$ cat src/verilog/watchdog_pkg.sv
// Shared constants and types of the windowed watchdog timer
package watchdog_pkg;

  // ----------------------------------------------------------------
  // Register map
  // ----------------------------------------------------------------
  localparam int ADDR_W = 4;
  localparam int DATA_W = 16;
  localparam logic [ADDR_W-1:0] RESET_CONTROL_STATUS_OFS = 4'h0;
  localparam logic [ADDR_W-1:0] CONFIG_WORD_ONE_OFS = 4'h4;

  // Reset control and status bit positions
  localparam int SOFT_EN_BIT = 5;
  localparam int TIMEOUT_FLAG_BIT = 4;
  localparam int SLEEP_FLAG_BIT = 3;
  localparam int IDLE_FLAG_BIT = 2;

  // ----------------------------------------------------------------
  // Counter chain and timing
  // ----------------------------------------------------------------
  localparam int SLOW_CLK_FREQ_KHZ = 31;
  localparam int BASE_SHORT_MS = 1;
  localparam int BASE_LONG_MS = 4;
  localparam int PRE_SHORT_BITS = 5;
  localparam int PRE_LONG_BITS = 7;
  localparam int POST_BITS = 4;
  localparam int POST_MAX_SHIFT = 15;
  localparam int COUNT_W = PRE_LONG_BITS + POST_MAX_SHIFT;
  localparam int TAP_W = 5;

  // Allowed-window start, in eighths of the period
  localparam logic [3:0] WIN_START_25 = 4'h6;
  localparam logic [3:0] WIN_START_375 = 4'h5;
  localparam logic [3:0] WIN_START_50 = 4'h4;
  localparam logic [3:0] WIN_START_75 = 4'h2;
  localparam int EIGHTH_SHIFT = 3;

  // ----------------------------------------------------------------
  // Configuration word layout
  // ----------------------------------------------------------------
  typedef struct packed {
    logic [5:0] rsvd_hi;
    logic [1:0] window_size_select;
    logic fuse_watchdog_enable;
    logic window_disable_cfg;
    logic rsvd_5;
    logic prescale_select_cfg;
    logic [3:0] postscale_select_cfg;
  } config_word_s;

  localparam logic [15:0] CONFIG_USED_MASK = 16'h03DF;

  typedef enum logic [2:0] {
    ST_RUN = 3'h1,
    ST_SLEEP = 3'h2,
    ST_IDLE = 3'h4
  } power_state_e;

endpackage : watchdog_pkg

$ cat src/verilog/windowed_watchdog_timer.sv
// Windowed watchdog timer with prescaler, postscaler and status register
// Function
// - Low-power clock, prescale 32 or 128
// - Base period about 1 or 4 ms
// - Four-bit postscale code, fixed configuration
// - Period doubles per code, up to 131 s
// - Reset and power save clear the chain
// - Software enable clears the chain
// - Completed clock switch clears the chain
// - Clear instruction, window-gated in windowed mode
// - Keeps counting asleep; time-out wakes device
// - Software enable bit turns watchdog on
// - Unimplemented status bits read zero
// - Status reset value depends on reset type
// - Time-out while running resets device
// - Time-out sets flag, plus sleep/idle flag
// - Fuse enable forces watchdog always on
// - Early clear in windowed mode resets
//
// The strobed register port and the placing of the registers were decided locally.
`timescale 1ns/1ps
`default_nettype none

module windowed_watchdog_timer #(
  parameter int COUNT_W = watchdog_pkg::COUNT_W
) (
  input wire logic clk_sys_i,
  input wire logic rst_i,
  input wire logic power_on_reset_i,
  input wire logic [15:0] config_word_i,
  input wire logic low_power_rc_clock_i,
  input wire logic watchdog_clear_instr_i,
  input wire logic power_save_instr_i,
  input wire logic power_save_sleep_i,
  input wire logic other_wake_i,
  input wire logic clock_switch_done_i,
  input wire logic [watchdog_pkg::ADDR_W-1:0] addr_i,
  input wire logic [watchdog_pkg::DATA_W-1:0] wr_data_i,
  input wire logic wr_i,
  input wire logic rd_i,
  output logic [watchdog_pkg::DATA_W-1:0] rd_data_o,
  output logic device_reset_o,
  output logic wake_o,
  output logic watchdog_enabled_o
);

  // ----------------------------------------------------------------
  // Elaboration check
  // ----------------------------------------------------------------
  if (COUNT_W != watchdog_pkg::COUNT_W) begin : g_bad_width
    $error("COUNT_W must equal the full prescale plus postscale chain");
  end

  // ----------------------------------------------------------------
  // Configuration capture
  // ----------------------------------------------------------------
  watchdog_pkg::config_word_s cfg_reg;

  // Fixed configuration is sampled while reset is held
  always_ff @(posedge clk_sys_i) begin
    if (rst_i) begin
      cfg_reg <= watchdog_pkg::config_word_s'(config_word_i &
                 watchdog_pkg::CONFIG_USED_MASK);
    end
  end

  // ----------------------------------------------------------------
  // Low-power clock synchroniser
  // ----------------------------------------------------------------
  logic slow_meta_reg;
  logic slow_sync_reg;
  logic slow_prev_reg;
  logic slow_tick;

  always_ff @(posedge clk_sys_i) begin
    if (rst_i) begin
      slow_meta_reg <= 1'b0;
      slow_sync_reg <= 1'b0;
      slow_prev_reg <= 1'b0;
    end else begin
      slow_meta_reg <= low_power_rc_clock_i;
      slow_sync_reg <= slow_meta_reg;
      slow_prev_reg <= slow_sync_reg;
    end
  end

  // One tick per rising edge of the slow clock
  assign slow_tick = slow_sync_reg & ~slow_prev_reg;

  // ----------------------------------------------------------------
  // Status register and enable
  // ----------------------------------------------------------------
  logic soft_en_reg;
  logic timeout_flag_reg;
  logic sleep_flag_reg;
  logic idle_flag_reg;
  logic wr_status;
  logic soft_rise;
  logic enabled;
  logic window_mode;

  assign wr_status = wr_i &&
                     (addr_i == watchdog_pkg::RESET_CONTROL_STATUS_OFS);
  assign soft_rise = wr_status && wr_data_i[watchdog_pkg::SOFT_EN_BIT] &&
                     !soft_en_reg;
  assign enabled = cfg_reg.fuse_watchdog_enable | soft_en_reg;
  assign window_mode = cfg_reg.fuse_watchdog_enable &
                       ~cfg_reg.window_disable_cfg;
  assign watchdog_enabled_o = enabled;

  always_ff @(posedge clk_sys_i) begin
    if (rst_i) begin
      soft_en_reg <= 1'b0;
    end else if (wr_status) begin
      soft_en_reg <= wr_data_i[watchdog_pkg::SOFT_EN_BIT];
    end
  end

  // ----------------------------------------------------------------
  // Counter chain
  // ----------------------------------------------------------------
  logic [COUNT_W-1:0] count_reg;
  logic [watchdog_pkg::TAP_W-1:0] tap;
  logic [COUNT_W:0] period;
  logic [COUNT_W-1:0] last_count;
  logic [3:0] win_start;
  logic [COUNT_W+3:0] threshold_wide;
  logic early;
  logic running;
  logic chain_clear;
  logic clear_ok;
  logic early_clear;
  logic timeout;
  watchdog_pkg::power_state_e state_reg;

  assign running = (state_reg == watchdog_pkg::ST_RUN);

  // Prescale of 32 gives about 1 ms, 128 about 4 ms at 31 kHz
  assign tap = cfg_reg.prescale_select_cfg ?
               watchdog_pkg::TAP_W'(watchdog_pkg::PRE_LONG_BITS) :
               watchdog_pkg::TAP_W'(watchdog_pkg::PRE_SHORT_BITS);
  assign period = (COUNT_W+1)'(1) << (tap +
                  watchdog_pkg::TAP_W'(cfg_reg.postscale_select_cfg));
  assign last_count = COUNT_W'(period - (COUNT_W+1)'(1));

  always_comb begin
    if (cfg_reg.window_size_select == 2'h3) begin
      win_start = watchdog_pkg::WIN_START_25;
    end else if (cfg_reg.window_size_select == 2'h2) begin
      win_start = watchdog_pkg::WIN_START_375;
    end else if (cfg_reg.window_size_select == 2'h1) begin
      win_start = watchdog_pkg::WIN_START_50;
    end else begin
      win_start = watchdog_pkg::WIN_START_75;
    end
  end

  assign threshold_wide = (COUNT_W+4)'(period >> watchdog_pkg::EIGHTH_SHIFT) *
                          (COUNT_W+4)'(win_start);
  assign early = (COUNT_W+4)'(count_reg) < threshold_wide;

  assign clear_ok = watchdog_clear_instr_i && running && enabled &&
                    !(window_mode && early);
  assign early_clear = watchdog_clear_instr_i && running && enabled &&
                       window_mode && early;
  assign chain_clear = power_save_instr_i || soft_rise ||
                       clock_switch_done_i || clear_ok ||
                       early_clear;
  assign timeout = enabled && slow_tick && (count_reg == last_count) &&
                   !chain_clear;

  always_ff @(posedge clk_sys_i) begin
    if (rst_i || chain_clear || !enabled) begin
      count_reg <= '0;
    end else if (slow_tick) begin
      if (count_reg == last_count) begin
        count_reg <= '0;
      end else begin
        count_reg <= count_reg + COUNT_W'(1);
      end
    end
  end

  // ----------------------------------------------------------------
  // Power-save state and outputs
  // ----------------------------------------------------------------
  always_ff @(posedge clk_sys_i) begin
    if (rst_i) begin
      state_reg <= watchdog_pkg::ST_RUN;
    end else begin
      case (state_reg)
        watchdog_pkg::ST_RUN: begin
          if (power_save_instr_i) begin
            state_reg <= power_save_sleep_i ? watchdog_pkg::ST_SLEEP :
                         watchdog_pkg::ST_IDLE;
          end
        end
        watchdog_pkg::ST_SLEEP, watchdog_pkg::ST_IDLE: begin
          if (timeout || other_wake_i) begin
            state_reg <= watchdog_pkg::ST_RUN;
          end
        end
        default: begin
          state_reg <= watchdog_pkg::ST_RUN;
        end
      endcase
    end
  end

  always_ff @(posedge clk_sys_i) begin
    if (rst_i) begin
      device_reset_o <= 1'b0;
      wake_o <= 1'b0;
    end else begin
      device_reset_o <= (timeout && running) || early_clear;
      wake_o <= timeout && !running;
    end
  end

  // ----------------------------------------------------------------
  // Reset-cause flags
  // ----------------------------------------------------------------
  // Flags survive every reset except power-on; set wins over clear
  always_ff @(posedge clk_sys_i) begin
    if (rst_i) begin
      if (power_on_reset_i) begin
        timeout_flag_reg <= 1'b0;
        sleep_flag_reg <= 1'b0;
        idle_flag_reg <= 1'b0;
      end
    end else begin
      if (timeout || early_clear) begin
        timeout_flag_reg <= 1'b1;
      end else if (wr_status) begin
        timeout_flag_reg <= wr_data_i[watchdog_pkg::TIMEOUT_FLAG_BIT];
      end
      if (timeout && state_reg == watchdog_pkg::ST_SLEEP) begin
        sleep_flag_reg <= 1'b1;
      end else if (wr_status) begin
        sleep_flag_reg <= wr_data_i[watchdog_pkg::SLEEP_FLAG_BIT];
      end
      if (timeout && state_reg == watchdog_pkg::ST_IDLE) begin
        idle_flag_reg <= 1'b1;
      end else if (wr_status) begin
        idle_flag_reg <= wr_data_i[watchdog_pkg::IDLE_FLAG_BIT];
      end
    end
  end

  // ----------------------------------------------------------------
  // Read port
  // ----------------------------------------------------------------
  logic [watchdog_pkg::DATA_W-1:0] status_word;

  always_comb begin
    status_word = '0;
    status_word[watchdog_pkg::SOFT_EN_BIT] = soft_en_reg;
    status_word[watchdog_pkg::TIMEOUT_FLAG_BIT] = timeout_flag_reg;
    status_word[watchdog_pkg::SLEEP_FLAG_BIT] = sleep_flag_reg;
    status_word[watchdog_pkg::IDLE_FLAG_BIT] = idle_flag_reg;
  end

  always_ff @(posedge clk_sys_i) begin
    if (rst_i || !rd_i) begin
      rd_data_o <= '0;
    end else if (addr_i == watchdog_pkg::RESET_CONTROL_STATUS_OFS) begin
      rd_data_o <= status_word;
    end else if (addr_i == watchdog_pkg::CONFIG_WORD_ONE_OFS) begin
      rd_data_o <= cfg_reg;
    end else begin
      rd_data_o <= '0;
    end
  end
endmodule : windowed_watchdog_timer

`default_nettype wire
$ cat config.mk
export PLATFORM = sky130hd
export DESIGN_NAME = windowed_watchdog_timer
export DESIGN_NICKNAME = d
export VERILOG_FILES = /design/src/verilog/watchdog_pkg.sv /design/src/verilog/windowed_watchdog_timer.sv
export SDC_FILE = /design/constraint.sdc
export NUM_CORES = 1
export LEC_CHECK = 0
export BUFFER_PORTS_ARGS = -buffer_cell sky130_fd_sc_hd__buf_2
export CORE_ASPECT_RATIO = 0.5
export CORE_MARGIN = 2
export CORE_UTILIZATION = 25
export CTS_CLUSTER_SIZE = 12
export DETAILED_ROUTE_END_ITERATION = 12
export GPL_TIMING_DRIVEN = 1
export SETUP_SLACK_MARGIN = 0.4
export SLEW_MARGIN = 20
export SYNTH_ARGS = -nofsm -noshare
export SYNTH_HDL_FRONTEND = slang
export SYNTH_SLANG_ARGS = --single-unit
$ cat constraint.sdc
create_clock -name clk_sys_i -period 5.1 [get_ports clk_sys_i]
set_input_delay 0.255 -clock clk_sys_i [delete_from_list [all_inputs] [get_ports clk_sys_i]]
set_output_delay 0.255 -clock clk_sys_i [all_outputs]
set_load 0.03 [all_outputs]
* Yosys cells after proc, flatten, opt, wreduce, memory -nomap -nowiden
Cells that the tools add are included.
W data, S select, Z words.
** Word-level totals
- Bits in registers :: 53
- Bits of input ports :: 47
- Output and inout bits :: 19
- Word-level logic and storage cells :: 104
** Operators by class
- $add $sub $neg :: 3
- Multiply operators :: 1
- $lt $le $gt $ge :: 1
- Equal/unequal tests :: 11
- Shifts and indexed selects :: 1
- Multiplexer cells :: 21
- Bitwise operators :: 6
- Reductions and logical operators :: 42
** Operators by type and width (number)
- $lt A22 B24 Y1 :: 1
- $mul A20 B3 Y23 :: 1
- $shl A1 B5 Y23 const A :: 1
- $add A22 B1 Y22 const B :: 1
- $eq A22 B22 Y1 :: 1
- $mux W22 :: 1
- $sub A22 B1 Y22 const B :: 1
- $mux W3 :: 6
- $logic_and A1 B1 Y1 :: 16
- $logic_or A1 B1 Y1 :: 10
- $mux W1 :: 10
- $reduce_bool A3 Y1 :: 3
- $reduce_and A2 Y1 :: 4
- $logic_not A1 Y1 :: 6
- $mux W6 :: 1
- $pmux W3 S2 :: 1
- $add A3 B4 Y5 :: 1
- $mux W5 :: 1
- $eq A2 B2 Y1 const B :: 2
- $eq A4 B3 Y1 const B :: 1
- $logic_not A4 Y1 :: 1
- $ne A2 B2 Y1 const B :: 2
- $eq A3 B1 Y1 const B :: 1
- $eq A3 B2 Y1 const B :: 1
- other kinds (9) :: 12

* Longest topological paths before layout
Gate-level depths: netlist (run 1).
- Depth after elaboration :: 16
- Depth in mapped cells :: 26
- Gate-level depth less buffers :: 24

* Worst setup path before layout (run 1)
OpenSTA, ideal clock, no wires.
- Kind :: reg2reg
- Start point :: reg cfg_reg[1] in the netlist's numbering
- End point :: reg timeout_flag_reg, enable pin
- Setup time :: 0.307 ns
- Data arrival time :: 4.988 ns
- Data required time :: 4.793 ns
- Setup slack :: -0.195 ns
- Stages on the path, launching flop included :: 26
- Path buffers :: 2
- Clock period less this slack :: 5.295 ns
- Cells stage by stage :: edfxtp_1 ha_1 buf_2 or2_2 buf_6 nor3_1 nand2b_1 fa_1 inv_1 ha_1 or3_1 o21ai_0 inv_1 a41o_1 a21o_1 a21oi_1 xor2_1 ha_1 a21o_1 a21o_1 a21oi_1 nor2_1 a211oi_1 o21ai_0 o21a_1 a31oi_1
** Between the ends
- Longest elaborated chain between the ends :: 14
- Elaborated cells on any way between the ends :: 18
- Those cells by class :: add/sub: 2; mul: 1; order compare: 1; eq/ne: 1; shift: 1; reduce/logical: 12
** RTL lines
- from (decl) :: line windowed_watchdog_timer.sv:57 : watchdog_pkg::config_word_s cfg_reg;
- from (signal assigned) :: line windowed_watchdog_timer.sv:62 : cfg_reg <= watchdog_pkg::config_word_s'(config_word_i &
- $add A3 B4 Y5 * :: line windowed_watchdog_timer.sv:142 : assign period = (COUNT_W+1)'(1) << (tap +
- $shl A1 B5 Y23 * :: line windowed_watchdog_timer.sv:142
- $mul A20 B3 Y23 :: line windowed_watchdog_timer.sv:158 : assign threshold_wide = (COUNT_W+4)'(period >> watchdog_pkg::EIGHTH_SHIFT) *
- $lt A22 B24 Y1 :: line windowed_watchdog_timer.sv:160 : assign early = (COUNT_W+4)'(count_reg) < threshold_wide;
- $logic_and A1 B1 Y1 :: line windowed_watchdog_timer.sv:163 : !(window_mode && early);
- $logic_not A1 Y1 :: line windowed_watchdog_timer.sv:163
- $logic_and A1 B1 Y1 :: line windowed_watchdog_timer.sv:162 : assign clear_ok = watchdog_clear_instr_i && running && enabled &&
- $logic_or A1 B1 Y1 (2 in series) :: line windowed_watchdog_timer.sv:167 : clock_switch_done_i || clear_ok ||
- $logic_not A1 Y1 :: line windowed_watchdog_timer.sv:170 : !chain_clear;
- $logic_and A1 B1 Y1 :: line windowed_watchdog_timer.sv:169 : assign timeout = enabled && slow_tick && (count_reg == last_count) &&
- $logic_or A1 B1 Y1 * :: line windowed_watchdog_timer.sv:232 : if (timeout || early_clear) begin
- $reduce_bool A3 Y1 (no source line) *
- $reduce_and A2 Y1 (no source line) *
- to (signal assigned) :: line windowed_watchdog_timer.sv:235 : timeout_flag_reg <= wr_data_i[watchdog_pkg::TIMEOUT_FLAG_BIT];
- to (decl) :: line windowed_watchdog_timer.sv:94 : logic timeout_flag_reg;
Mark *: on every way between the ends. The rest lies on a longest branch, timed or not.
A chain may end at the register's enable or synchronous reset.

* Final worst setup path (run 1)
Same ends and word-level chain as after synthesis.

==> results of run 1 <==
==> worst paths after layout <==
kind	end	depth (start not counted)	slack, ns
worst min-delay path	cfg_reg[8]$_DFFE_PP_	1	0.13
worst max-delay path	timeout_flag_reg$_SDFFCE_PP0P_	24	-0.18
worst max register to register	timeout_flag_reg$_SDFFCE_PP0P_	24	-0.18
worst min register to register	slow_sync_reg$_SDFF_PP0_	1	0.45
==> metal layers <==
metal | share of wire [%] | wire [µm] | GRT usage (%) | up-vias
met4 | 1.1 | 142 | 2.736 | 0
li1 | - | - | - | 2360
met5 | 0 | 0 | 0 | -
met1 | 49 | 6482 | 16.45 | 2204
met3 | 3.0 | 404 | 1.103 | 11
met2 | 47 | 6224 | 21.67 | 100
==> logic make-up after synthesis <==
kind of cell | count (synthesis) | share of synthesized area [%]
DFF | 53 | 22.76
muxes | 5 | 0.9646
and+or+nand+nor | 260 | 26.38
AOI/OAI and AO/OA | 99 | 12.83
xor gates and xnor gates | 56 | 9.887
buffers and inverters | 87 | 8.126
adders and majority gates | 67 | 18.91
other | 2 | 0.1447
==> area by class of cell <==
| cell class | count | area share [%] |
|---|---|---|
| Clock buffer | 6 | 1.941 |
| Clock inverter | 2 | 0.5088 |
| Inverter | 59 | 3.335 |
| Multi-Input combinational cell | 500 | 58.77 |
| Sequential cell | 53 | 17.79 |
| Tap cell | 273 | 5.144 |
| Timing Repair Buffer | 121 | 12.51 |
==> through the flow <==
stage	total power (µW)	cells	util [%]
3_3_place_gp	803.0	995	30.34
4_1_cts	1198	1011	31.77
2_1_floorplan	698.2	640	-
5_1_grt	1276	1014	32.45
3_5_place_dp	809.3	995	30.34
6_report	1213	1014	32.45
==> worst max-delay path, stage by stage (launching register included) <==
cell,delay (ns)
edfxtp_1,0.44
ha_4,0.21
or3b_4,0.39
and2_4,0.19
or3_4,0.36
fa_1,0.51
inv_2,0.05
ha_4,0.22
buf_6,0.11
a21o_1,0.17
a21oi_1,0.15
o21bai_1,0.08
a41o_2,0.28
a21o_1,0.20
a21oi_2,0.18
xor2_2,0.11
ha_2,0.17
a21o_1,0.17
a21o_1,0.17
a21oi_1,0.11
nor2_1,0.06
a211oi_2,0.15
o21ai_1,0.09
o21a_1,0.24
a31oi_2,0.18
==> cells in the final DEF (no fill, tap or decap), types with 5 or more instances in the layout <==
cell       instances
dfxtp_1           41
edfxtp_1          12
nand3_1           20
o21ai_0           12
o21ai_1            5
buf_2             40
and3_1            14
nand2b_1          16
ha_1              41
buf_4             76
mux2i_1            5
a21oi_2            6
nor2_1            59
nor3_1            12
or3_4              5
ha_4               5
nand2_1           49
or3_1             15
xor2_1            25
clkbuf_16          5
nand3b_1           5
nor2b_1           12
conb_1            13
a21oi_1           28
a21o_1            12
fa_1              19
nand4_1           15
inv_1             57
xnor2_1           25
==> report_power, final <==
group | switching, µW | internal [µW] | total, µW
clock network | 148 | 230 | 378
logic | 208 | 176 | 384
registers | 8.68 | 441 | 450
==> repair_timing <==
| action | 4_1_cts | 5_1_grt |
|---|---|---|
| buffers inserted | 8 | 3 |
| pin swaps | 5 | 16 |
| hold buffers | 0 | 0 |
| resized for setup | 14 | 24 |
| setup endpoints to repair | 3 | 3 |
==> summary.md, run 1 <==
| Metric | Value |
|---|---|
| Status | `complete, but fails checks` |
| Failing checks | `negative setup slack` |
| Die X | `207.7 µm` |
| Final Setup Violations | `3` |
| Initial antenna violation count | `0` |
| Register area | `0.001181 mm²` |
| Critical path type | `reg -> reg` |
| Pre-CTS setup slack | `-0.2274 ns` |
| DR iter-0 viols | `283` |
| Yosys reg bits | `53` |
| Row Count | `37` |
| Total CTS buffers | `5` |
| Setup TNS | `-0.4992 ns` |
| Dpl hpwl | `10740 µm` |
| Crit path arrival time | `5.28 ns` |
| RSZ-0062 raised after global routing | `yes` |
| Clock root cell | `clkbuf_16` |
| Area grow syn2layout | `27.97%` |
| Slew HR | `43.01%` |
| Synth Flop Type | `dfxtp_1` |
| Number of flip-flops under the largest register name | `22` |
| Number of global-route vias before repair | `4605` |
| CTS tree | `yes` |
| Core area | `0.02046 mm²` |
| Pwr per Cell Area | `182.7 mW/mm²` |
| Largest net degree at the start of global routing | `28` |
| Final nets | `854` |
| Most frequent cell after synthesis | `nor2_1` |
| Post-route cell area | `0.006640 mm²` |
| Worst Tran Pin Value | `0.8549 ns` |
| Share of layout cells above drive strength 1 | `25.78%` |
| Worst Hold Slack | `0.1302 ns` |
| HP Start | `config_word_i[8]` |
| Hold Fails Final Rpt | `0` |
| CTS max path bufs | `2` |
| Post-synth top area cell | `dfxtp_1` |
| Synthesized cell area | `0.005189 mm²` |
| Yosys top cell area share | `15.82%` |
| Top cells by area, synth | `dfxtp_1 16%, ha_1 12%, fa_1 7.3%, edfxtp_1 6.9%, xnor2_1 4.6%` |
| Hold crit path type | `in -> reg` |
| CTS sink count | `53` |
| Diode count | `0` |
| Commonest cells post-synth | `60 x nor2_1, 59 x inv_1, 49 x nand2_1, 48 x ha_1, 41 x dfxtp_1` |
| Die area | `0.02199 mm²` |
| Async set-reset flop share out of synthesis | `0%` |
| CP startpoint | `cfg_reg[1]$_DFFE_PP_` |
| Crit end category | `flip-flop` |
| Final Worst Setup Slack | `-0.1815 ns` |
| CTS clk-pin slew, worst paths | `0.07 ns` |
| GRT overflow | `0` |
| Worst EP required | `5.10 ns` |
| Vias post-DR | `4675` |
| Setup Skew | `0.009971 ns` |
| GPL Wtd Cong | `0.8625` |
| Die Y | `105.9 µm` |
| # port buffers | `40` |
| Filler cell count in the final layout | `2145` |
| Clock latency on the worst-skew pair | `0.30 ns` |
| Post-DRT Antenna Nets | `0` |
| Worst-path fanout max | `5` |
| Area of the multi-input gates | `0.003902 mm²` |
| Drt total wl | `13250 µm` |
| CP Launch Type | `flip-flop` |
| Average vias per placed instance | `4.610` |
| EDFF count, synth | `12` |
| Syn Inst Count | `629` |
| Library cells used by synthesis | `65` |
| GR Util All Layers | `12.31%` |
| DRT Pass-1 Iters | `5` |
| P_leak | `0.002997 µW` |
| First-pass GRT wire length | `22140 µm` |
| Yosys warning total | `0` |
| Max-slew violations | `0` |
| Post-layout min period | `5.281 ns` |
| Initial Utilization | `25.36%` |
| Seq/Total Area, Yosys | `22.76%` |
| Placed Area | `0.006208 mm²` |
| Syn avg cell area | `8.249 µm²` |
| Max Cap Violations | `0` |
| Tcrit/Tclk final | `103.6%` |
| # IOs | `66` |
| RR Startpoint | `cfg_reg[1]$_DFFE_PP_` |
| H-tree depth | `2` |
| Fmax | `0.1893 GHz` |
| WL/cell | `13.07 µm` |
| Max IR drop VDD | `0.2269 mV` |
| # DRC | `0` |
No activity file was read; power rests on OpenSTA's default activity.
==> run 2, diff against run 1 <==
Settings changed: REMOVE_ABC_BUFFERS set to 1.
==> summary.md, run 2 (synthesis gave the netlist of run 1 again) <==
| Metric | Value |
|---|---|
| Post-layout min period | `5.071 ns` |
| Worst Tran Pin Value | `0.8020 ns` |
| Hold crit path type | `in -> reg` |
| CP Launch Type | `flip-flop` |
| Clock root cell | `clkbuf_16` |
| CTS tree | `yes` |
| Diode count | `0` |
| GPL Wtd Cong | `0.8816` |
| Core area | `0.02046 mm²` |
| Setup Skew | `0.01162 ns` |
| Final Setup Violations | `0` |
| Dpl hpwl | `10960 µm` |
| DRT Pass-1 Iters | `5` |
| Crit path arrival time | `5.08 ns` |
| Status | `complete, no violations` |
| Commonest cells after routing, fill and taps aside | `71 x buf_4, 57 x nor2_1, 55 x inv_1` |
| First-pass GRT wire length | `22200 µm` |
| Pint | `814.4 µW` |
| Switching share of total power | `31.85%` |
| Post-DRT Antenna Nets | `0` |
| Initial Utilization | `25.36%` |
| Clock latency on the worst-skew pair | `0.30 ns` |
| DR iter-0 viols | `270` |
| Worst-path fanout max | `5` |
| Crit end category | `flip-flop` |
| Number of flip-flops under the largest register name | `22` |
| Combinational Power Share | `32.4%` |
| Total CTS buffers | `5` |
| Die area | `0.02199 mm²` |
| Vias post-DR | `4700` |
| Largest net degree at the start of global routing | `26` |
| Reg power frac | `37.7%` |
| Worst EP required | `5.11 ns` |
| Clock network power share | `29.9%` |
| CTS clk-pin slew, worst paths | `0.07 ns` |
| H-tree depth | `2` |
| Max IR drop VDD | `0.2498 mV` |
| Row Count | `37` |
| Critical path type | `reg -> reg` |
| Die Y | `105.9 µm` |
| P_sw | `380.6 µW` |
| Final Worst Setup Slack | `0.02874 ns` |
| WL/cell | `13.40 µm` |
| # port buffers | `40` |
| Final nets | `850` |
| Tcrit/Tclk final | `99.44%` |
| CTS max path bufs | `2` |
| Pre-CTS setup slack | `-0.4237 ns` |
| GRT overflow | `0` |
| GR Util All Layers | `12.33%` |
| Hold Fails Final Rpt | `0` |
| Die X | `207.7 µm` |
| # IOs | `66` |
| P_leak | `0.002977 µW` |
| RSZ-0062 raised after global routing | `yes` |
| Pwr per Cell Area | `178.9 mW/mm²` |
| Most common cell after layout, fill and taps aside | `buf_4` |
| Number of global-route vias before repair | `4640` |
| # DRC | `0` |
| Initial antenna violation count | `0` |
| Max-slew violations | `0` |
| Share of layout cells above drive strength 1 | `27.41%` |
| Average vias per placed instance | `4.653` |
| CTS sink count | `53` |
| Area grow syn2layout | `28.77%` |
| Setup TNS | `0 ns` |
| Fmax | `0.1972 GHz` |
| Max Cap Violations | `0` |
| Slew HR | `46.53%` |
| Drt total wl | `13540 µm` |
-- run 2: layout make-up --
| cell class | count | area (µm²) |
|---|---|---|
| Clock buffer | 6 | 138.9 |
| Clock inverter | 2 | 16.27 |
| Fill cell | 2157 | 13780 |
| Inverter | 59 | 221.5 |
| Multi-Input combinational cell | 500 | 3973 |
| Sequential cell | 53 | 1181 |
| Tap cell | 273 | 341.6 |
| Timing Repair Buffer | 117 | 809.5 |
-- run 2: what timing repair did --
| action | 4_1_cts | 5_1_grt |
|---|---|---|
| gates resized for setup | 66 | 11 |
| buffers inserted | 9 | 3 |
| pin swaps | 54 | 5 |
| hold buffers | 0 | 0 |
| cloned | 0 | 0 |
| setup endpoints to repair | 3 | 3 |
-- run 2: path summary, 6_finish.rpt --
path | end | slack [ns] | cells after the start | from
hold reg to reg | slow_sync_reg$_SDFF_PP0_ | 0.46 | 1 | slow_meta_reg$_SDFF_PP0_
hold / removal | cfg_reg[4]$_DFFE_PP_ | 0.13 | 1 | config_word_i[4]
setup reg to reg | timeout_flag_reg$_SDFFCE_PP0P_ | 0.03 | 24 | cfg_reg[4]$_DFFE_PP_
setup / recovery | timeout_flag_reg$_SDFFCE_PP0P_ | 0.03 | 24 | cfg_reg[4]$_DFFE_PP_
-- run 2: per-stage QoR --
step	utilization, %	power, µW	cells	area, µm²	hold WS, ns
4_1_cts	32.29	1194	1007	6606	0.1141
5_1_grt	32.65	1264	1010	6681	0.1129
3_3_place_gp	29.61	790.1	990	6060	0.4160
2_1_floorplan	-	661.4	612	5030	0.3241
6_report	32.65	1195	1010	6681	0.1279
3_5_place_dp	29.61	794.9	990	6060	0.4339
-- run 2: power by group through the flow --
stage	logic (µW)	clock network [µW]	registers, µW
3_5_place_dp	336	0	459
3_3_place_gp	331	0	459
2_1_floorplan	196	0	466
4_1_cts	377	367	450
5_1_grt	427	386	452
6_report	387	358	450
-- run 2: metal layers --
metal  track usage, %  part of all wire [%]  up-vias
met1            15.34                    45     2225
met2            22.07                    49      110
met5                0                     0        -
li1                 -                     -     2351
met4            3.293                   1.6        0
met3            2.145                   4.2       14
-- run 2: critical path, stage by stage, from the launching register on --
cell and delay [ns]:
edfxtp_1 0.44, ha_4 0.21, buf_4 0.12, or3_4 0.39, or3_4 0.35, fa_1 0.53, inv_1 0.07, ha_4 0.29
inv_1 0.08, o21ai_4 0.20, nand3_4 0.11, a31oi_4 0.22, buf_6 0.13, o21ai_2 0.05, nand2_1 0.07, xnor2_1 0.12
ha_1 0.26, a21o_1 0.18, a21o_1 0.15, a21oi_2 0.11, nor2_1 0.05, a211oi_1 0.16, o21ai_1 0.10, o21a_1 0.21
a31oi_1 0.18
==> run 3, diff against run 2 <==
Clock period 5.1 ns to 4.7 ns, I/O delays scaled along.
==> summary.md, run 3 (synthesis gave the netlist of run 1 again) <==
| Metric | Value |
|---|---|
| Die Y | `105.9 µm` |
| Final nets | `865` |
| Die X | `207.7 µm` |
| Number of global-route vias before repair | `4670` |
| Reg power frac | `36.7%` |
| Pint | `897.2 µW` |
| First-pass GRT wire length | `22800 µm` |
| Placed Area | `0.006187 mm²` |
| HP Start | `config_word_i[6]` |
| GR Util All Layers | `12.69%` |
| Critical path type | `reg -> reg` |
| RR Startpoint | `cfg_reg[1]$_DFFE_PP_` |
| Initial antenna violation count | `0` |
| Hold crit path type | `in -> reg` |
| Post-layout min period | `5.098 ns` |
| Diode count | `0` |
| Failing checks | `negative setup slack` |
| Switching share of total power | `32.56%` |
| Crit end category | `flip-flop` |
| WL/cell | `13.88 µm` |
| CTS tree | `yes` |
| Reg2Reg Depth | `24` |
| Reg-to-reg endpoint | `timeout_flag_reg$_SDFFCE_PP0P_` |
| Area grow syn2layout | `31.76%` |
| GRT overflow | `0` |
| RSZ-0062 raised after global routing | `yes` |
| Core area | `0.02046 mm²` |
| Worst hold path depth | `1` |
| H-tree depth | `2` |
| Worst-path fanout max | `4` |
| Slowest CP cell | `fa_1` |
| Post-DRT Antenna Nets | `0` |
| Most common cell after layout, fill and taps aside | `buf_4` |
| Pwr per Cell Area | `194.6 mW/mm²` |
| GPL Wtd Cong | `0.8810` |
| CTS sink count | `53` |
| Status | `complete, but fails checks` |
| # port buffers | `40` |
| Flop-to-flop setup slack | `-0.40 ns` |
| DR iter-0 viols | `229` |
| Hold Fails Final Rpt | `0` |
| Final Setup Violations | `3` |
| Worst Tran Pin Value | `0.8122 ns` |
| Commonest cells after routing, fill and taps aside | `85 x buf_4, 57 x nor2_1, 54 x inv_1` |
| Die area | `0.02199 mm²` |
| Hold Path Sink | `cfg_reg[6]$_DFFE_PP_` |
| Initial Utilization | `25.36%` |
| Max Cap Violations | `0` |
| P_sw | `433.1 µW` |
| CTS max path bufs | `2` |
| CTS clk-pin slew, worst paths | `0.07 ns` |
| Combinational Power Share | `33.3%` |
| Share of layout cells above drive strength 1 | `29.12%` |
| Slew HR | `45.85%` |
| Post-route cell area | `0.006837 mm²` |
| # DRC | `0` |
| Max-slew violations | `0` |
| Crit path arrival time | `5.12 ns` |
| Dpl hpwl | `11300 µm` |
| Clock root cell | `clkbuf_16` |
| Average vias per placed instance | `4.664` |
| Max IR drop VDD | `0.1674 mV` |
| Row Count | `37` |
| Worst EP required | `4.72 ns` |
| Layout Utilization | `33.41%` |
| # IOs | `66` |
| Total CTS buffers | `5` |
| CP Launch Type | `flip-flop` |
| Dpl cells | `1007` |
| Cts hold-fix bufs | `0` |
| Layout Cells excl Fill | `1025` |
| Clock network power share | `30.0%` |
| Largest net degree at the start of global routing | `26` |
| Crit-path cells | `ha_4 > or3b_4 > and2_4 > or3_4 > fa_1 > inv_2 > ha_4 > and3_4 > and3_4 > nand3_4 > a31oi_4 > buf_6 > o21ai_2 > nand2_1 > xnor2_1 > ha_1 > a21o_1 > a21o_1 > a21oi_2 > nor2_1 > a211oi_1 > o21ai_1 > o21a_1 > a31oi_1` |
| Final Worst Setup Slack | `-0.3985 ns` |
| Clock latency on the worst-skew pair | `0.31 ns` |
| Fmax | `0.1961 GHz` |
| Tcrit/Tclk final | `108.5%` |
| DRT Pass-1 Iters | `4` |
| CP peak stage delay | `0.52 ns` |
| P_leak | `0.003059 µW` |
| Drt total wl | `14230 µm` |
| Vias post-DR | `4781` |
| Setup Skew | `0.006732 ns` |
| Number of flip-flops under the largest register name | `22` |
==> run 3: changes by cell type in the layout (fill, tap and decap cells not counted), moves of 2 or more <==
| cell | before | now |
|---|---|---|
| buf_4 | 71 | 85 |
| a21oi_1 | 22 | 25 |
| a21oi_2 | 11 | 8 |
| nor2_2 | 4 | 2 |
| nor2_4 | 0 | 2 |
==> run 3: worst max-delay path: cells and delay by family, from the launching register on <==
family                     cells  cell delay (ns)
and+or+nand+nor                8             1.44
adders and majority gates      4             1.26
DFF                            1             0.45
AOI/OAI and AO/OA              9             1.35
buffers and inverters          2             0.18
xor gates and xnor gates       1             0.12
==> run 3: power by group through the flow <==
stage | registers [µW] | logic (µW) | clock network (µW)
global route | 490 | 486 | 427
CTS | 488 | 418 | 407
global placement | 498 | 377 | 0
detailed placement | 498 | 382 | 0
finish | 488 | 443 | 399
floorplan | 505 | 212 | 0
==> run 3: timing repair <==
action / CTS / global route
pin swaps: 43 / 41
hold endpoints to repair: 0 / 0
setup buffers: 6 / 4
gates resized for setup: 60 / 24
setup endpoints to repair: 3 / 3
==> run 3: area by class of cell <==
type	count	area, µm²
Tap cell	273	341.6
Inverter	59	221.5
Fill cell	2152	13630
Multi-Input combinational cell	500	4015
Sequential cell	53	1181
Timing Repair Buffer	132	920.9
Clock buffer	6	138.9
Clock inverter	2	17.52
==> run 3: worst max path at each step <==
stage,startpoint,to,slack (ns),cells past startpoint
floorplan,cfg_reg[3]$_DFFE_PP_,timeout_flag_reg$_SDFFCE_PP0P_,-0.70,22
global placement,cfg_reg[1]$_DFFE_PP_,timeout_flag_reg$_SDFFCE_PP0P_,-0.65,24
detailed placement,cfg_reg[1]$_DFFE_PP_,timeout_flag_reg$_SDFFCE_PP0P_,-0.79,24
CTS,cfg_reg[4]$_DFFE_PP_,timeout_flag_reg$_SDFFCE_PP0P_,-0.38,24
global route,cfg_reg[1]$_DFFE_PP_,device_reset_o$_SDFF_PP0_,-0.61,27
finish,cfg_reg[1]$_DFFE_PP_,timeout_flag_reg$_SDFFCE_PP0P_,-0.40,24
==> run 3: per-stage QoR <==
| step | hold slack, ns | setup slack (ns) | TNS, ns | total power (µW) |
|---|---|---|---|---|
| CTS | 0.08720 | -0.3836 | -1.108 | 1314 |
| global route | 0.08588 | -0.6071 | -1.801 | 1402 |
| finish | 0.09666 | -0.3985 | -1.099 | 1330 |
| detailed placement | 0.4133 | -0.7885 | -2.121 | 879.9 |
| floorplan | 0.3041 | -0.7041 | -1.654 | 717.7 |
| global placement | 0.4112 | -0.6549 | -1.652 | 875.1 |
==> run 3: routing by layer <==
metal / track usage [%] / vias to the layer above / wire length, µm
li1: - / 2375 / -
met1: 16.02 / 2277 / 6316
met2: 22.83 / 109 / 7051
met3: 1.490 / 20 / 604
met4: 3.647 / 0 / 255
met5: 0 / - / 0
